--- config.mk ---
export PLATFORM = sky130hd
export DESIGN_NAME = cap_bank
export DESIGN_NICKNAME = d
export VERILOG_FILES = /design/src/shared/cap_bank_pkg.sv /design/src/logic/cap_bank.sv
export SDC_FILE = /design/constraint.sdc
export NUM_CORES = 1
export LEC_CHECK = 0
export CAP_MARGIN = 10
export CORE_MARGIN = 2
export CORE_UTILIZATION = 40
export CTS_CLUSTER_SIZE = 20
export DETAILED_ROUTE_END_ITERATION = 8
export DONT_BUFFER_PORTS = 1
export PLACE_DENSITY_LB_ADDON = 0.05
export SLEW_MARGIN = 20
export SYNTH_ARGS = -nofsm -noshare
export SYNTH_HDL_FRONTEND = slang
export SYNTH_SLANG_ARGS = --single-unit
--- constraint.sdc ---
create_clock -name mclk_in -period 7.73 [get_ports mclk_in]
set_input_delay 0.773 -clock mclk_in [delete_from_list [all_inputs] [get_ports mclk_in]]
set_output_delay 0.773 -clock mclk_in [all_outputs]
set_load 0.01 [all_outputs]
--- src/shared/cap_bank_pkg.sv ---
// Package with the register map, field positions and reset values.
package cap_bank_pkg;

    // ******************************************************************
    // Register map
    // ******************************************************************
    localparam int NUM_REGS = 7;
    localparam int ADDR_W = 12;
    localparam logic [11:0] DEVICE_CAPABILITIES_TWO_OFS = 12'h098;
    localparam logic [11:0] LINK_CONTROL_TWO_OFS = 12'h0A0;
    localparam logic [11:0] POWER_MGMT_CAPABILITIES_OFS = 12'h0C0;
    localparam logic [11:0] POWER_MGMT_CONTROL_STATUS_OFS = 12'h0C4;
    localparam logic [11:0] POWER_MGMT_AUX_SUPPLY_OFS = 12'h0C8;
    localparam logic [11:0] ROUTING_ID_CAPABILITY_OFS = 12'h0E0;
    localparam logic [11:0] ERROR_REPORTING_CAPABILITY_OFS = 12'h100;

    localparam logic [11:0] REG_OFS [NUM_REGS] = '{
        DEVICE_CAPABILITIES_TWO_OFS, LINK_CONTROL_TWO_OFS,
        POWER_MGMT_CAPABILITIES_OFS, POWER_MGMT_CONTROL_STATUS_OFS,
        POWER_MGMT_AUX_SUPPLY_OFS, ROUTING_ID_CAPABILITY_OFS,
        ERROR_REPORTING_CAPABILITY_OFS};

    // Writable bits; everything else is reserved and reads zero.
    localparam logic [31:0] REG_MASK [NUM_REGS] = '{
        32'h0024001F, 32'h00000040, 32'h0000FFEF, 32'hFFC07E00,
        32'h00000001, 32'h00000001, 32'hFFC00003};

    localparam logic [31:0] REG_RESET [NUM_REGS] = '{
        32'h00000010, 32'h00000000, 32'h0000FE03, 32'h00000000,
        32'h00000000, 32'h00000000, 32'h01000002};

    localparam int IDX_DEV_CAP2 = 0;
    localparam int IDX_LINK_CTL2 = 1;
    localparam int IDX_POWER_MGMT_CAPABILITIES = 2;
    localparam int IDX_PM_CSR = 3;
    localparam int IDX_POWER_MGMT_AUX_SUPPLY = 4;
    localparam int IDX_ROUTING = 5;
    localparam int IDX_ERR = 6;

    // ******************************************************************
    // Field positions
    // ******************************************************************
    localparam int PREFIX_BIT = 21;
    localparam int OBFF_BIT = 18;
    localparam int CPL_DIS_BIT = 4;
    localparam int CPL_RANGE_LSB = 0;
    localparam int DEEMPH_BIT = 6;
    localparam int WAKE_LSB = 11;
    localparam int STATE_TWO_BIT = 10;
    localparam int STATE_ONE_BIT = 9;
    localparam int AUX_CUR_LSB = 6;
    localparam int INIT_SEQ_BIT = 5;
    localparam int WAKE_CLK_BIT = 3;
    localparam int PM_VER_LSB = 0;
    localparam int DATA_LSB = 24;
    localparam int SCALE_LSB = 13;
    localparam int SELECT_LSB = 9;
    localparam int AUX_REQ_BIT = 0;
    localparam int ROUTING_DIS_BIT = 0;
    localparam int ERR_EN_LSB = 22;
    localparam int ECRC_BIT = 1;
    localparam int ERR_VER_BIT = 0;
    localparam int WAKE_D3COLD = 4;

    localparam logic [3:0] ERR_VER_ONE = 4'h1;
    localparam logic [3:0] ERR_VER_TWO = 4'h2;
    localparam logic [3:0] SEL_COMMON = 4'h8;

endpackage

--- src/logic/cap_bank.sv ---
// Capability configuration register bank with decoded advertised values.
//
// Design decision made here: the address-and-strobe port.
`timescale 1ns/1ps

module cap_bank
    import cap_bank_pkg::*;
(
    input wire logic mclk_in,
    input wire logic rst_in,
    input wire logic [11:0] addr_in,
    input wire logic [31:0] wr_data_in,
    input wire logic wr_in,
    input wire logic rd_in,
    output logic [31:0] rd_data_out,
    input wire logic root_port_in,
    input wire logic gen2_rate_in,
    input wire logic conv_reset_in,
    input wire logic aux_pm_en_in,
    input wire logic [9:0] err_event_in,
    output logic prefix_support_out,
    output logic obff_support_out,
    output logic cpl_dis_support_out,
    output logic [3:0] cpl_range_mask_out,
    output logic cpl_range_reserved_out,
    output logic deemph_active_out,
    output logic deemph_3p5db_out,
    output logic [4:0] wake_states_out,
    output logic state_two_advert_out,
    output logic state_one_advert_out,
    output logic [8:0] aux_current_ma_out,
    output logic self_powered_out,
    output logic init_seq_out,
    output logic [14:0] power_mw_out,
    output logic power_unknown_out,
    output logic [1:0] power_state_out,
    output logic power_consumed_out,
    output logic power_dissipated_out,
    output logic power_common_out,
    output logic power_sel_reserved_out,
    output logic aux_pm_en_out,
    output logic routing_present_out,
    output logic [9:0] err_enable_out,
    output logic [9:0] err_report_out,
    output logic ecrc_capable_out,
    output logic [3:0] err_version_out
);

    // ******************************************************************
    // Register file
    // ******************************************************************
    logic [31:0] regs_r [NUM_REGS];
    logic [31:0] regs_nxt [NUM_REGS];
    logic [31:0] rd_data_r;
    logic [31:0] rd_data_nxt;
    logic aux_pm_en_r;
    logic aux_pm_en_nxt;
    logic [9:0] err_report_r;
    logic [9:0] err_report_nxt;
    logic aux_sticky;

    always_comb begin
        rd_data_nxt = 32'h00000000;
        for (int i = 0; i < NUM_REGS; i++) begin
            regs_nxt[i] = regs_r[i];
            if (wr_in && addr_in == REG_OFS[i]) begin
                regs_nxt[i] = wr_data_in & REG_MASK[i];
            end
            if (rd_in && addr_in == REG_OFS[i]) begin
                rd_data_nxt = regs_r[i] & REG_MASK[i];
            end
        end
    end

    // ******************************************************************
    // Aux power enable and error gating
    // ******************************************************************
    // Sticky when aux power is needed and either D3cold wake or a current.
    assign aux_sticky = regs_r[IDX_POWER_MGMT_AUX_SUPPLY][AUX_REQ_BIT] &&
        (regs_r[IDX_POWER_MGMT_CAPABILITIES][WAKE_LSB + WAKE_D3COLD] ||
         regs_r[IDX_POWER_MGMT_CAPABILITIES][AUX_CUR_LSB +: 3] != 3'h0);

    always_comb begin
        aux_pm_en_nxt = aux_pm_en_in;
        if (conv_reset_in) begin
            aux_pm_en_nxt = aux_sticky && aux_pm_en_r;
        end
        err_report_nxt = err_event_in & err_enable_out;
    end

    always_ff @(posedge mclk_in or posedge rst_in) begin
        if (rst_in) begin
            for (int i = 0; i < NUM_REGS; i++) begin
                regs_r[i] <= REG_RESET[i];
            end
            rd_data_r <= 32'h00000000;
            aux_pm_en_r <= 1'b0;
            err_report_r <= 10'h000;
        end else begin
            for (int i = 0; i < NUM_REGS; i++) begin
                regs_r[i] <= regs_nxt[i];
            end
            rd_data_r <= rd_data_nxt;
            aux_pm_en_r <= aux_pm_en_nxt;
            err_report_r <= err_report_nxt;
        end
    end

    // ******************************************************************
    // Decoded advertisements
    // ******************************************************************
    logic [3:0] range_code;
    logic [1:0] scale_code;
    logic [3:0] sel_code;
    logic [7:0] data_byte;

    assign range_code = regs_r[IDX_DEV_CAP2][CPL_RANGE_LSB +: 4];
    assign scale_code = regs_r[IDX_PM_CSR][SCALE_LSB +: 2];
    assign sel_code = regs_r[IDX_PM_CSR][SELECT_LSB +: 4];
    assign data_byte = regs_r[IDX_PM_CSR][DATA_LSB +: 8];

    assign rd_data_out = rd_data_r;
    assign prefix_support_out = regs_r[IDX_DEV_CAP2][PREFIX_BIT];
    assign obff_support_out = regs_r[IDX_DEV_CAP2][OBFF_BIT];
    assign cpl_dis_support_out = regs_r[IDX_DEV_CAP2][CPL_DIS_BIT];

    // Mask bit 0 is range A up to bit 3 for range D.
    always_comb begin
        cpl_range_reserved_out = 1'b0;
        unique case (range_code)
            4'h0: cpl_range_mask_out = 4'h0;
            4'h1: cpl_range_mask_out = 4'h1;
            4'h2: cpl_range_mask_out = 4'h2;
            4'h3: cpl_range_mask_out = 4'h3;
            4'h4: cpl_range_mask_out = 4'h6;
            4'h5: cpl_range_mask_out = 4'h7;
            4'h6: cpl_range_mask_out = 4'hE;
            4'h7: cpl_range_mask_out = 4'hF;
            default: begin
                cpl_range_mask_out = 4'h0;
                cpl_range_reserved_out = 1'b1;
            end
        endcase
    end

    // The select bit only matters for a root port at the second rate.
    assign deemph_active_out = root_port_in && gen2_rate_in;
    assign deemph_3p5db_out = deemph_active_out &&
        regs_r[IDX_LINK_CTL2][DEEMPH_BIT];
    assign wake_states_out = regs_r[IDX_POWER_MGMT_CAPABILITIES][WAKE_LSB +: 5];
    assign state_two_advert_out = regs_r[IDX_POWER_MGMT_CAPABILITIES][STATE_TWO_BIT];
    assign state_one_advert_out = regs_r[IDX_POWER_MGMT_CAPABILITIES][STATE_ONE_BIT];
    assign init_seq_out = regs_r[IDX_POWER_MGMT_CAPABILITIES][INIT_SEQ_BIT];

    always_comb begin
        unique case (regs_r[IDX_POWER_MGMT_CAPABILITIES][AUX_CUR_LSB +: 3])
            3'h0: aux_current_ma_out = 9'h000;
            3'h1: aux_current_ma_out = 9'h037;
            3'h2: aux_current_ma_out = 9'h064;
            3'h3: aux_current_ma_out = 9'h0A0;
            3'h4: aux_current_ma_out = 9'h0DC;
            3'h5: aux_current_ma_out = 9'h10E;
            3'h6: aux_current_ma_out = 9'h140;
            3'h7: aux_current_ma_out = 9'h177;
        endcase
    end
    assign self_powered_out =
        regs_r[IDX_POWER_MGMT_CAPABILITIES][AUX_CUR_LSB +: 3] == 3'h0;

    // Power is reported in milliwatts so all scales stay integer.
    always_comb begin
        power_unknown_out = 1'b0;
        unique case (scale_code)
            2'h0: begin
                power_mw_out = 15'h0000;
                power_unknown_out = 1'b1;
            end
            // Widen before the product so the top bits are not lost.
            2'h1: power_mw_out = 15'(data_byte) * 15'd100;
            2'h2: power_mw_out = 15'(data_byte) * 15'd10;
            2'h3: power_mw_out = 15'(data_byte);
        endcase
    end

    assign power_state_out = sel_code[1:0];
    assign power_consumed_out = sel_code[3:2] == 2'h0;
    assign power_dissipated_out = sel_code[3:2] == 2'h1;
    assign power_common_out = sel_code == SEL_COMMON;
    assign power_sel_reserved_out = sel_code > SEL_COMMON;

    assign aux_pm_en_out = aux_pm_en_r;
    assign routing_present_out =
        !regs_r[IDX_ROUTING][ROUTING_DIS_BIT];
    assign err_enable_out = regs_r[IDX_ERR][ERR_EN_LSB +: 10];
    assign err_report_out = err_report_r;
    assign ecrc_capable_out = regs_r[IDX_ERR][ECRC_BIT];
    assign err_version_out = regs_r[IDX_ERR][ERR_VER_BIT] ?
        ERR_VER_TWO : ERR_VER_ONE;

endmodule

After elaboration in Yosys (flattened, before gate mapping)
Memory sizes are Yosys's and may differ from the RTL's.
Index checks and enable logic that the tools add are counted.
Word-level totals
  logic and storage cells: 73
  memories kept: 1
  ROM bits: 72
  flip-flop bits (word level): 96
Operators by class
  muxes and demuxes: 13
  $mul: 2
  order comparisons: 1
  equality and inequality tests: 19
  reduce and logical (&&, ||, !) cells: 26
  bitwise operators: 1
Memories
  (name not given): words 8, bits a word 9, read ports 1, clocked after memory_dff 0, wr ports 0, RTL line cap_bank.sv:156  | unique case (regs_r[IDX_POWER_MGMT_CAPABILITIES][AUX_CUR_LSB +: 3])
Operators by type and width (number)
  2-to-1 mux 32 bit: 4
  == test 12 x 8 -> 1 bit, second input constant: 6
  2-to-1 mux 22 bit: 3
  one-hot mux 15 bit (4 select lines): 1
  one-hot mux 4 bit (7 select lines): 1
  logical AND 1 bit: 18
  == test 4 x 3 -> 1 bit, second input constant: 4
  multiplier 8 x 5 -> 13 bit, second input constant: 1
  == test 12 x 9 -> 1 bit, second input constant: 1
  multiplier 8 x 3 -> 11 bit, second input constant: 1
  bitwise AND 10 bit: 1
  == test 4 x 2 -> 1 bit, second input constant: 2
  OR reduction 8 bit: 1
  == test 2 x 1 -> 1 bit, second input constant: 2
  == test 2 bit, second input constant: 2
  == test 4 x 1 -> 1 bit, second input constant: 1
  == test 4 bit, second input constant: 1
  > comparator 4 bit, second input constant: 1
  logical NOT 2 bit: 2
  logical NOT 4 bit: 1
  logical NOT 3 bit: 1
  2-to-1 mux 1 bit: 3
  nonzero test 3 bit: 1
  2-to-1 mux 2 bit: 1
  2 further kinds: 2

Longest topological paths before layout
Gate-level depths: netlist of run 1.
  depth after elaboration: 9
  gate-level depth with buffers: 11
  depth with buffers taken out: 11

Least setup slack after synthesis of run 1
Ideal clock, no wire load.
  kind: reg-to-output
  start: register regs_r, in the netlist data_byte[3]
  end: output power_mw_out[11]
  slack: 4.038 ns
  stages on the path, launching flop included: 11
  required time: 6.957 ns
  path buffers: 0
  arrival: 2.919 ns
  path through: dfrtp_1 ha_1 ha_1 inv_1 fa_1 inv_1 ha_1 nor3b_1 or4b_1 o211a_1 o21ai_0
On the way
  word-level cells in the longest chain between the ends: 2
Ends and longest elaborated chain
  start: declaration: RTL line cap_bank.sv:52  | logic [31:0] regs_r [NUM_REGS];
  start signal: indexed assignment: RTL line cap_bank.sv:94  | regs_r[i] <= REG_RESET[i];
  start signal: indexed assignment: RTL line cap_bank.sv:101  | regs_r[i] <= regs_nxt[i];
  multiplier 8 x 3 -> 11 bit / multiplier 8 x 5 -> 13 bit (equally long branches): RTL line cap_bank.sv:180, cap_bank.sv:179
  one-hot mux 15 bit (4 select lines) (*): RTL line cap_bank.sv:173  | unique case (scale_code)
  end: declaration: RTL line cap_bank.sv:34  | output logic [14:0] power_mw_out,
Mark *: on every way between the ends. The rest lies on a longest branch, timed or not.

Worst setup path after layout of run 1
Same ends and word-level chain as after synthesis.

==> impl_metrics.csv, run 1 <==
group,metric,value,unit
synth,syn_area,0.00527,mm2
placed_design,dp_slack,3730,ps
timing,relSlewSlack,45.5,%
power,power.switching,209,uW
power,powerDensity,167,mW/mm2
die,dieArea,0.0141,mm2
timing,setup_tns,0,ps
critical_path,rr_startpoint,"regs_r[134]",
timing,drv_slew,0,
critical_path,crit_type,"register to primary output",
die,die_height,119,um
power,p_total,921,uW
synth,synthArstFlopShare,100,%
clock_tree,insertion_delay,330,ps
detailed_routing,drt-total-wl,11.5,mm
finish,n_antenna_cell,0,
placed_design,hpwlAfterDp,8.61,mm
global_route,grt-ovfl-total,0,
detailed_routing,drt-initial-drc-count,137,
finish,final_common_cell,"dfrtp_1",
finish,design_area,0.00552,mm2
synth,yosysSeqAreaShare,44.0,%
placed_design,place_area,0.00525,mm2
placed_design,dp_cells,587,
timing,fin_skew,3.51,ps
global_route,grt_use_total,16.8,%
outcome,status,"complete, no violations",
timing,fin_crit,4350,ps
critical_path,crit_start,"data_byte[3]",
global_route,grt_pass1_vias,3412,
die,num_rows,41,
detailed_routing,drc,0,
critical_path,cp_max_fo,8,
die,ioPinCount,171,
synth,ys.flop_type,"dfrtp_1",
critical_path,worstPathRequired,6960,ps
global_route,grt_max_degree,65,
die,start_util,41.4,%
power,leakage,0.00275,uW
critical_path,crit_cells,9,
placed_design,io_buffers,0,
placed_design,gp_congestion,0.837,
global_route,grt_pass1_wl,18.7,mm
detailed_routing,wl_per_cell,19.1,um
timing,setup_viol,0,
finish,drive_gt1_share,24.1,%
timing,rsz0062_at_grt,"no",
clock_tree,clock_path_buffers,2,
power,irDropWorstVdd,0.0844,mV
critical_path,rr_worst_depth,5,
timing,worstMarginPinSlew,818,ps
finish,areaGrowthSynthToFinish,4.85,%
critical_path,critPathTopFamily,"adder cells",
timing,max_clock_freq,230,MHz
synth,yosysWarnings,0,
detailed_routing,dr.pass1.iters,4,
clock_tree,post_cts_buffers,0,
clock_tree,ctsResizeCount,0,
synth,syn_area_per_cell,11.9,um2
critical_path,path_cells,"ha_1 -> ha_1 -> fa_1 -> ha_1 -> a211oi_1 -> nor3b_1 -> or4b_1 -> o211a_1 -> o21ai_0",
die,dieWidth,119,um
critical_path,critPathBufInv,0,
finish,stdcell_count,603,
synth,synthTopCellsByArea,"dfrtp_1 38%, ha_1 11%, mux2_2 9.8%, dfstp_2 6.0%, a22o_1 3.8%",
die,core-area,0.0127,mm2
synth,yosys_register_bits,92,
detailed_routing,vias_per_cell,5.41,
power,p_clk_share,44.7,%
timing,timing.final.crit_share,56.2,%
power,p_seq_share,52.8,%
clock_tree,htreeDepth,3,
power,pwr-share-comb,2.5,%
synth,synth-edff-count,0,
clock_tree,cts_root_buffer,"clkbuf_16",
clock_tree,numCtsBuffers,9,
clock_tree,cts.reportedPaths.clkPinSlew,70,ps
power,swShare,22.7,%
critical_path,crit_top_cell,"ha_1",
global_route,antenna_found_initial,0,
critical_path,start_kind,"register",
worst_hold_path,hp-class,"input pin to async pin",
clock_tree,cts_tree,"done",
clock_tree,holdBufCountCts,0,
finish,nets,539,
timing,hold_viol,0,
synth,synth_top_area_share,38.0,%
clock_tree,cts_num_sinks,92,
job,maxCapViolCount,0,
critical_path,end_kind,"primary output",
detailed_routing,ant_nets,0,
timing,finalWorstSetupSlack,3380,ps
detailed_routing,num_vias,3264,
synth,synth_top_cell_by_area,"dfrtp_1",
critical_path,arrival,3570,ps
synth,synth.distinct_cells,62,
finish,final_cell_mix,"80 x dfrtp_1, 47 x ha_1, 46 x mux2_2, 26 x nor2_1, 23 x a22o_1",
critical_path,max_stage_delay,550,ps
critical_path,slowest_stage,"dfrtp_1",
power,p_int,712,uW
synth,syn_inst,443,
## sequential cells by signal (all words and copies together), names as in the netlist, 2 cells and up
signal / flops
rd_data_out: 28
regs_r: 17
err_report_out: 10
err_enable_out: 10
wake_states_out: 5
data_byte: 8
power_state_out: 2
range_code: 4
## synthesized netlist by cell type, drive strengths merged, types with 8 or more instances
cell type and n:
nor2b 9, buf 30, nor3 8, ha 47
o21ai 14, a21oi 11, dfstp 12, and2 18
nand2 12, inv 20, a22o 23, nor2 29
dfrtp 80, mux2 58
## final cells by class
class	instances	area (um2)
inverter	20	77.6
timing repair buffer	2	15.0
multi-input combinational	301	2620
fill	1242	7200
sequential	92	2320
clock buffer	10	229
clock inverter	6	47.5
tap	172	215
## routing by layer
metal	GRT usage [%]	part of all wire, %	vias to the layer above
met1	20.7	42	1629
met3	5.21	7.0	9
met5	0	0	-
li1	-	-	1520
met2	28.2	50	106
met4	5.13	1.1	0
## metrics by stage
stage          hold slack (ps)  utilization [%]
2_1_floorplan              460                -
3_3_place_gp               468             41.2
3_5_place_dp               475             41.2
4_1_cts                    281             43.4
5_1_grt                    298             43.4
6_report                   280             43.4
## kinds of logic after synthesis
kind of cell | Yosys count | synth area share [%]
compound gates | 69 | 9.50
xor+xnor | 7 | 1.16
fa+ha+maj | 51 | 12.7
buf+inv | 55 | 6.60
flops | 92 | 44.0
mux | 59 | 13.4
other cells | 1 | 0.0712
simple gates | 109 | 12.5
## worst paths after layout
check | endpoint | slack [ps]
worst min-delay path | regs_r[119] | 280
worst max register to register | aux_pm_en_out | 6190
max in group asynchronous | err_report_out[8] | 6310
worst max-delay path | power_mw_out[11] | 3380
min in group mclk_in | rd_data_out[23] | 490
worst min register to register | rd_data_out[23] | 490
## power by group through the flow
stage	Clock (uW)	Combinational, uW	Sequential [uW]
2_1_floorplan	0	23.6	494
3_3_place_gp	0	24.2	495
3_5_place_dp	0	24.3	495
4_1_cts	424	24.4	486
5_1_grt	448	27.2	486
6_report	412	23.4	486
No activity file was read; power rests on OpenSTA's default activity.
==> inputs of run 2 (changes only) <==
Clock period 7.73 ns to 3.6 ns, I/O delays scaled along.
==> impl_metrics.csv, run 2 (synthesis results as in run 1) <==
group,metric,value,unit
timing,worstMarginPinSlew,874,ps
finish,design_area,0.00573,mm2
placed_design,hpwlAfterDp,8.99,mm
critical_path,cp_max_fo,3,
finish,final_cell_mix,"78 x dfrtp_1, 46 x mux2_2, 42 x ha_1, 24 x nor2_1, 23 x a22o_1",
clock_tree,clock_path_buffers,2,
detailed_routing,ant_nets,0,
finish,final_common_cell,"dfrtp_1",
timing,timing.final.crit_share,99.2,%
job,maxCapViolCount,0,
critical_path,worstPathRequired,3240,ps
die,die_height,119,um
critical_path,arrival,3210,ps
placed_design,io_buffers,0,
timing,fin_crit,3570,ps
die,core-area,0.0127,mm2
worst_hold_path,hp-class,"input pin to async pin",
die,start_util,41.4,%
finish,nets,551,
die,num_rows,41,
die,ioPinCount,171,
power,powerDensity,344,mW/mm2
clock_tree,insertion_delay,340,ps
critical_path,critPathBufInv,1,
critical_path,start_kind,"register",
timing,hold_viol,0,
detailed_routing,wl_per_cell,19.9,um
global_route,grt_use_total,17.7,%
critical_path,max_stage_delay,510,ps
critical_path,end_kind,"primary output",
placed_design,dp_slack,211,ps
outcome,status,"complete, no violations",
detailed_routing,dr.pass1.iters,6,
global_route,grt_max_degree,71,
timing,rsz0062_at_grt,"yes",
die,dieWidth,119,um
detailed_routing,drt-total-wl,12.2,mm
critical_path,crit_type,"register to primary output",
critical_path,crit_top_cell,"ha_1",
global_route,grt_pass1_vias,3517,
timing,setup_viol,0,
detailed_routing,num_vias,3362,
detailed_routing,drt-initial-drc-count,114,
timing,max_clock_freq,280,MHz
die,dieArea,0.0141,mm2
finish,areaGrowthSynthToFinish,8.84,%
finish,largest_reg_flops,28,
power,irDropWorstVdd,0.241,mV
clock_tree,numCtsBuffers,9,
detailed_routing,vias_per_cell,5.47,
clock_tree,cts_num_sinks,92,
placed_design,gp_congestion,0.873,
clock_tree,cts_root_buffer,"clkbuf_16",
critical_path,path_cells,"ha_1 -> ha_1 -> fa_1 -> ha_2 -> nor2_4 -> nor3b_4 -> or4b_1 -> o211a_1 -> o21ai_1 -> buf_4",
critical_path,critPathTopFamily,"adder cells",
global_route,antenna_found_initial,0,
detailed_routing,drc,0,
finish,n_antenna_cell,0,
finish,drive_gt1_share,29.6,%
timing,fin_skew,6.52,ps
timing,drv_slew,0,
timing,finalWorstSetupSlack,29.0,ps
critical_path,slowest_stage,"fa_1",
global_route,grt-ovfl-total,0,
global_route,grt_pass1_wl,19.4,mm
timing,relSlewSlack,41.7,%
clock_tree,cts_tree,"done",
placed_design,place_area,0.00531,mm2
clock_tree,htreeDepth,3,
clock_tree,cts.reportedPaths.clkPinSlew,60,ps
power,leakage,0.00285,uW
[run 2: changes by cell type in the layout (fill, tap and decap cells not counted), moves of 2 or more]
cell and delta:
nor2_1 -2, o41ai_2 +2, o21ai_0 -4, ha_4 +4, dfrtp_2 +2, nor2_4 +2
buf_4 +12, dfrtp_1 -2, inv_6 -3, o41ai_1 -2, o21ai_1 +3, ha_1 -5
[run 2: report_power, final]
group          total, uW  internal, uW  switching [uW]
Clock                873           486             387
Sequential          1040          1040            4.73
Combinational       53.6          16.0            37.6
Total               1970          1540             430
[run 2: repair_timing]
item,in CTS,in global routing
resized for setup,8,17
pin swaps,5,14
endpoints found under the setup margin,3,4
gates cloned,0,0
buffers inserted,2,2
hold buffers,0,0
[run 2: area by class of cell]
cell class / count / area, um2
Clock buffer: 12 / 246
Clock inverter: 4 / 26.3
Fill cell: 1201 / 6990
Inverter: 20 / 77.6
Multi-Input combinational cell: 301 / 2740
Sequential cell: 92 / 2320
Tap cell: 172 / 215
Timing Repair Buffer: 14 / 105
[run 2: final timing paths]
kind / startpoint / to / slack, ps / cells after the start
hold reg to reg: regs_r[119] / rd_data_out[23] / 480 / 1
hold / removal: rst_in / err_report_out[2] / 60 / 1
setup / recovery: data_byte[2] / power_mw_out[11] / 30 / 10
max in group asynchronous: rst_in / data_byte[5] / 2690 / 2
min in group mclk_in: addr_in[3] / rd_data_out[7] / 80 / 1
setup reg to reg: regs_r[134] / aux_pm_en_out / 2040 / 5
[run 2: through the flow]
step	total power, uW	utilization (%)	cells	setup TNS [ps]	hold WS, ps
4_1_cts	2000	44.2	613	0	64.4
3_5_place_dp	1120	41.7	595	0	442
5_1_grt	2060	45.1	615	-176	66.6
2_1_floorplan	1110	-	448	0	459
3_3_place_gp	1110	41.7	595	0	435
6_report	1970	45.1	615	0	60.0
[run 2: routing by layer]
layer	global-route usage, %	routed length (um)
met1	21.1	4950
met2	29.3	6080
met4	6.03	257
met3	6.76	931
met5	0	0
==> inputs of run 3 (changes only) <==
Settings changed: GPL_TIMING_DRIVEN set to 0.
==> impl_metrics.csv, run 3 (synthesis results as in run 1) <==
group,metric,value,unit
outcome,status,"complete, no violations",
placed_design,gp_congestion,0.804,
detailed_routing,dr.pass1.iters,4,
die,num_rows,41,
critical_path,critical_path.endpoint,"power_mw_out[11]",
clock_tree,cts_num_sinks,92,
worst_hold_path,hp-class,"input pin to register",
power,powerDensity,333,mW/mm2
critical_path,reg2reg_to,"aux_pm_en_out",
detailed_routing,num_vias,3416,
detailed_routing,drt-initial-drc-count,115,
die,dieWidth,119,um
critical_path,crit_type,"register to primary output",
timing,setup_viol,0,
global_route,grt-ovfl-total,0,
critical_path,rr_worst_depth,5,
critical_path,start_kind,"register",
timing,worstMarginPinSlew,663,ps
finish,fill_cells,1209,
die,ioPinCount,171,
power,leakage,0.00298,uW
detailed_routing,drc,0,
job,maxCapViolCount,0,
power,irDropWorstVdd,0.296,mV
finish,n_antenna_cell,0,
clock_tree,cts_root_buffer,"clkbuf_16",
clock_tree,clock_path_buffers,2,
detailed_routing,drt-total-wl,12.1,mm
timing,rsz0062_at_grt,"no",
timing,timing.final.crit_share,97.0,%
timing,hold_viol,0,
clock_tree,cts_tree,"done",
finish,final_common_cell,"dfrtp_1",
timing,drv_slew,0,
critical_path,end_kind,"primary output",
global_route,grt_use_total,17.5,%
clock_tree,cts.reportedPaths.clkPinSlew,60,ps
placed_design,dp_slack,-0.543,ps
timing,finalWorstSetupSlack,108,ps
global_route,grt_pass1_vias,3537,
die,start_util,41.4,%
clock_tree,numCtsBuffers,9,
die,die_height,119,um
placed_design,hpwlAfterDp,9.07,mm
clock_tree,htreeDepth,3,
timing,fin_skew,4.33,ps
global_route,grt_max_degree,60,
die,core-area,0.0127,mm2
finish,final_cell_mix,"75 x dfrtp_1, 46 x mux2_2, 42 x ha_1, 30 x buf_4, 24 x nor2_1",
critical_path,rr_startpoint,"regs_r[134]",
detailed_routing,vias_per_cell,5.30,
global_route,antenna_found_initial,0,
clock_tree,insertion_delay,340,ps
finish,areaGrowthSynthToFinish,14.0,%
die,dieArea,0.0141,mm2
critical_path,arrival,3130,ps
finish,largest_reg_flops,28,
timing,fin_crit,3490,ps
finish,nets,580,
placed_design,io_buffers,0,
critical_path,crit_start,"data_byte[3]",
placed_design,dp_cells,621,
timing,max_clock_freq,286,MHz
finish,drive_gt1_share,33.7,%
detailed_routing,ant_nets,0,
critical_path,cp_max_fo,3,
critical_path,worstPathRequired,3240,ps
finish,design_area,0.00601,mm2
critical_path,r2r_slack,2090,ps
timing,relSlewSlack,55.2,%
global_route,grt_pass1_wl,19.0,mm
detailed_routing,wl_per_cell,18.8,um
finish,stdcell_count,644,
placed_design,place_area,0.00553,mm2
## run 3: changes by cell type in the layout (fill, tap and decap cells not counted), moves of 2 or more
| cell | change |
|---|---|
| clkbuf_8 | +2 |
| o21ai_1 | -2 |
| clkinv_2 | -2 |
| buf_6 | +3 |
| dfrtp_2 | +3 |
| dfrtp_1 | -3 |
| buf_4 | +16 |
| buf_2 | +2 |
| clkinvlp_4 | +2 |
| clkbuf_1 | +4 |
## run 3: cell type report
cell class	count	area, um2	area share (%)
buffer	35	273	4.54
sequential	92	2320	38.7
timing repair buffer	8	82.6	1.38
multi-input combinational	301	2750	45.8
tap	172	215	3.58
clock inverter	3	22.5	0.375
inverter	20	80.1	1.33
clock buffer	13	260	4.33
## run 3: worst min path at each step
stage,startpoint,cells past startpoint,end,slack (ps)
after detailed placement,rst_in,1,err_report_out[1],220
after global routing,conv_reset_in,1,aux_pm_en_out,100
after global placement,conv_reset_in,1,aux_pm_en_out,460
final,conv_reset_in,1,aux_pm_en_out,110
after CTS,conv_reset_in,1,aux_pm_en_out,90
after floorplan,conv_reset_in,1,aux_pm_en_out,460
## run 3: through the flow
step           hold WS, ps  util, %  setup TNS [ps]  power (uW)
6_report               105     47.2               0        2000
3_5_place_dp           225     43.5          -0.543        1130
2_1_floorplan          459        -               0        1110
3_3_place_gp           462     43.2          -17740        1120
4_1_cts               86.5     46.6               0        2040
5_1_grt                100     47.2               0        2080
## run 3: layer usage
layer,GRT usage (%),share of wire (%),vias to the layer above,wire (um)
li1,-,-,1601,-
met1,19.8,40,1676,4820
met2,29.4,50,121,6070
met3,6.85,7.9,18,952
met4,6.99,2.1,0,248
met5,0,0,-,0
## run 3: what timing repair did
action | 4_1_cts | 5_1_grt
hold buffers | 1 | 0
setup buffers | 5 | 1
pin swaps | 5 | 4
resized for setup | 17 | 11
setup endpoints to repair | 4 | 4
endpoints found under the hold margin | 31 | 0
## run 3: worst max-delay path, cell delays in order, from the launching register on
cell	delay (ps)
dfrtp_2	440
ha_1	280
ha_1	310
fa_1	490
ha_4	210
a211oi_4	190
nor3b_2	80
or4b_1	470
o211a_1	150
o21ai_2	160
## run 3: power by group
group          internal (uW)  leakage [uW]  total, uW  switching (uW)
clock                    506      0.000128        892             386
sequential              1040       0.00123       1040            4.04
combinational           25.5       0.00162       67.3            41.8
total                   1570       0.00298       2000             432
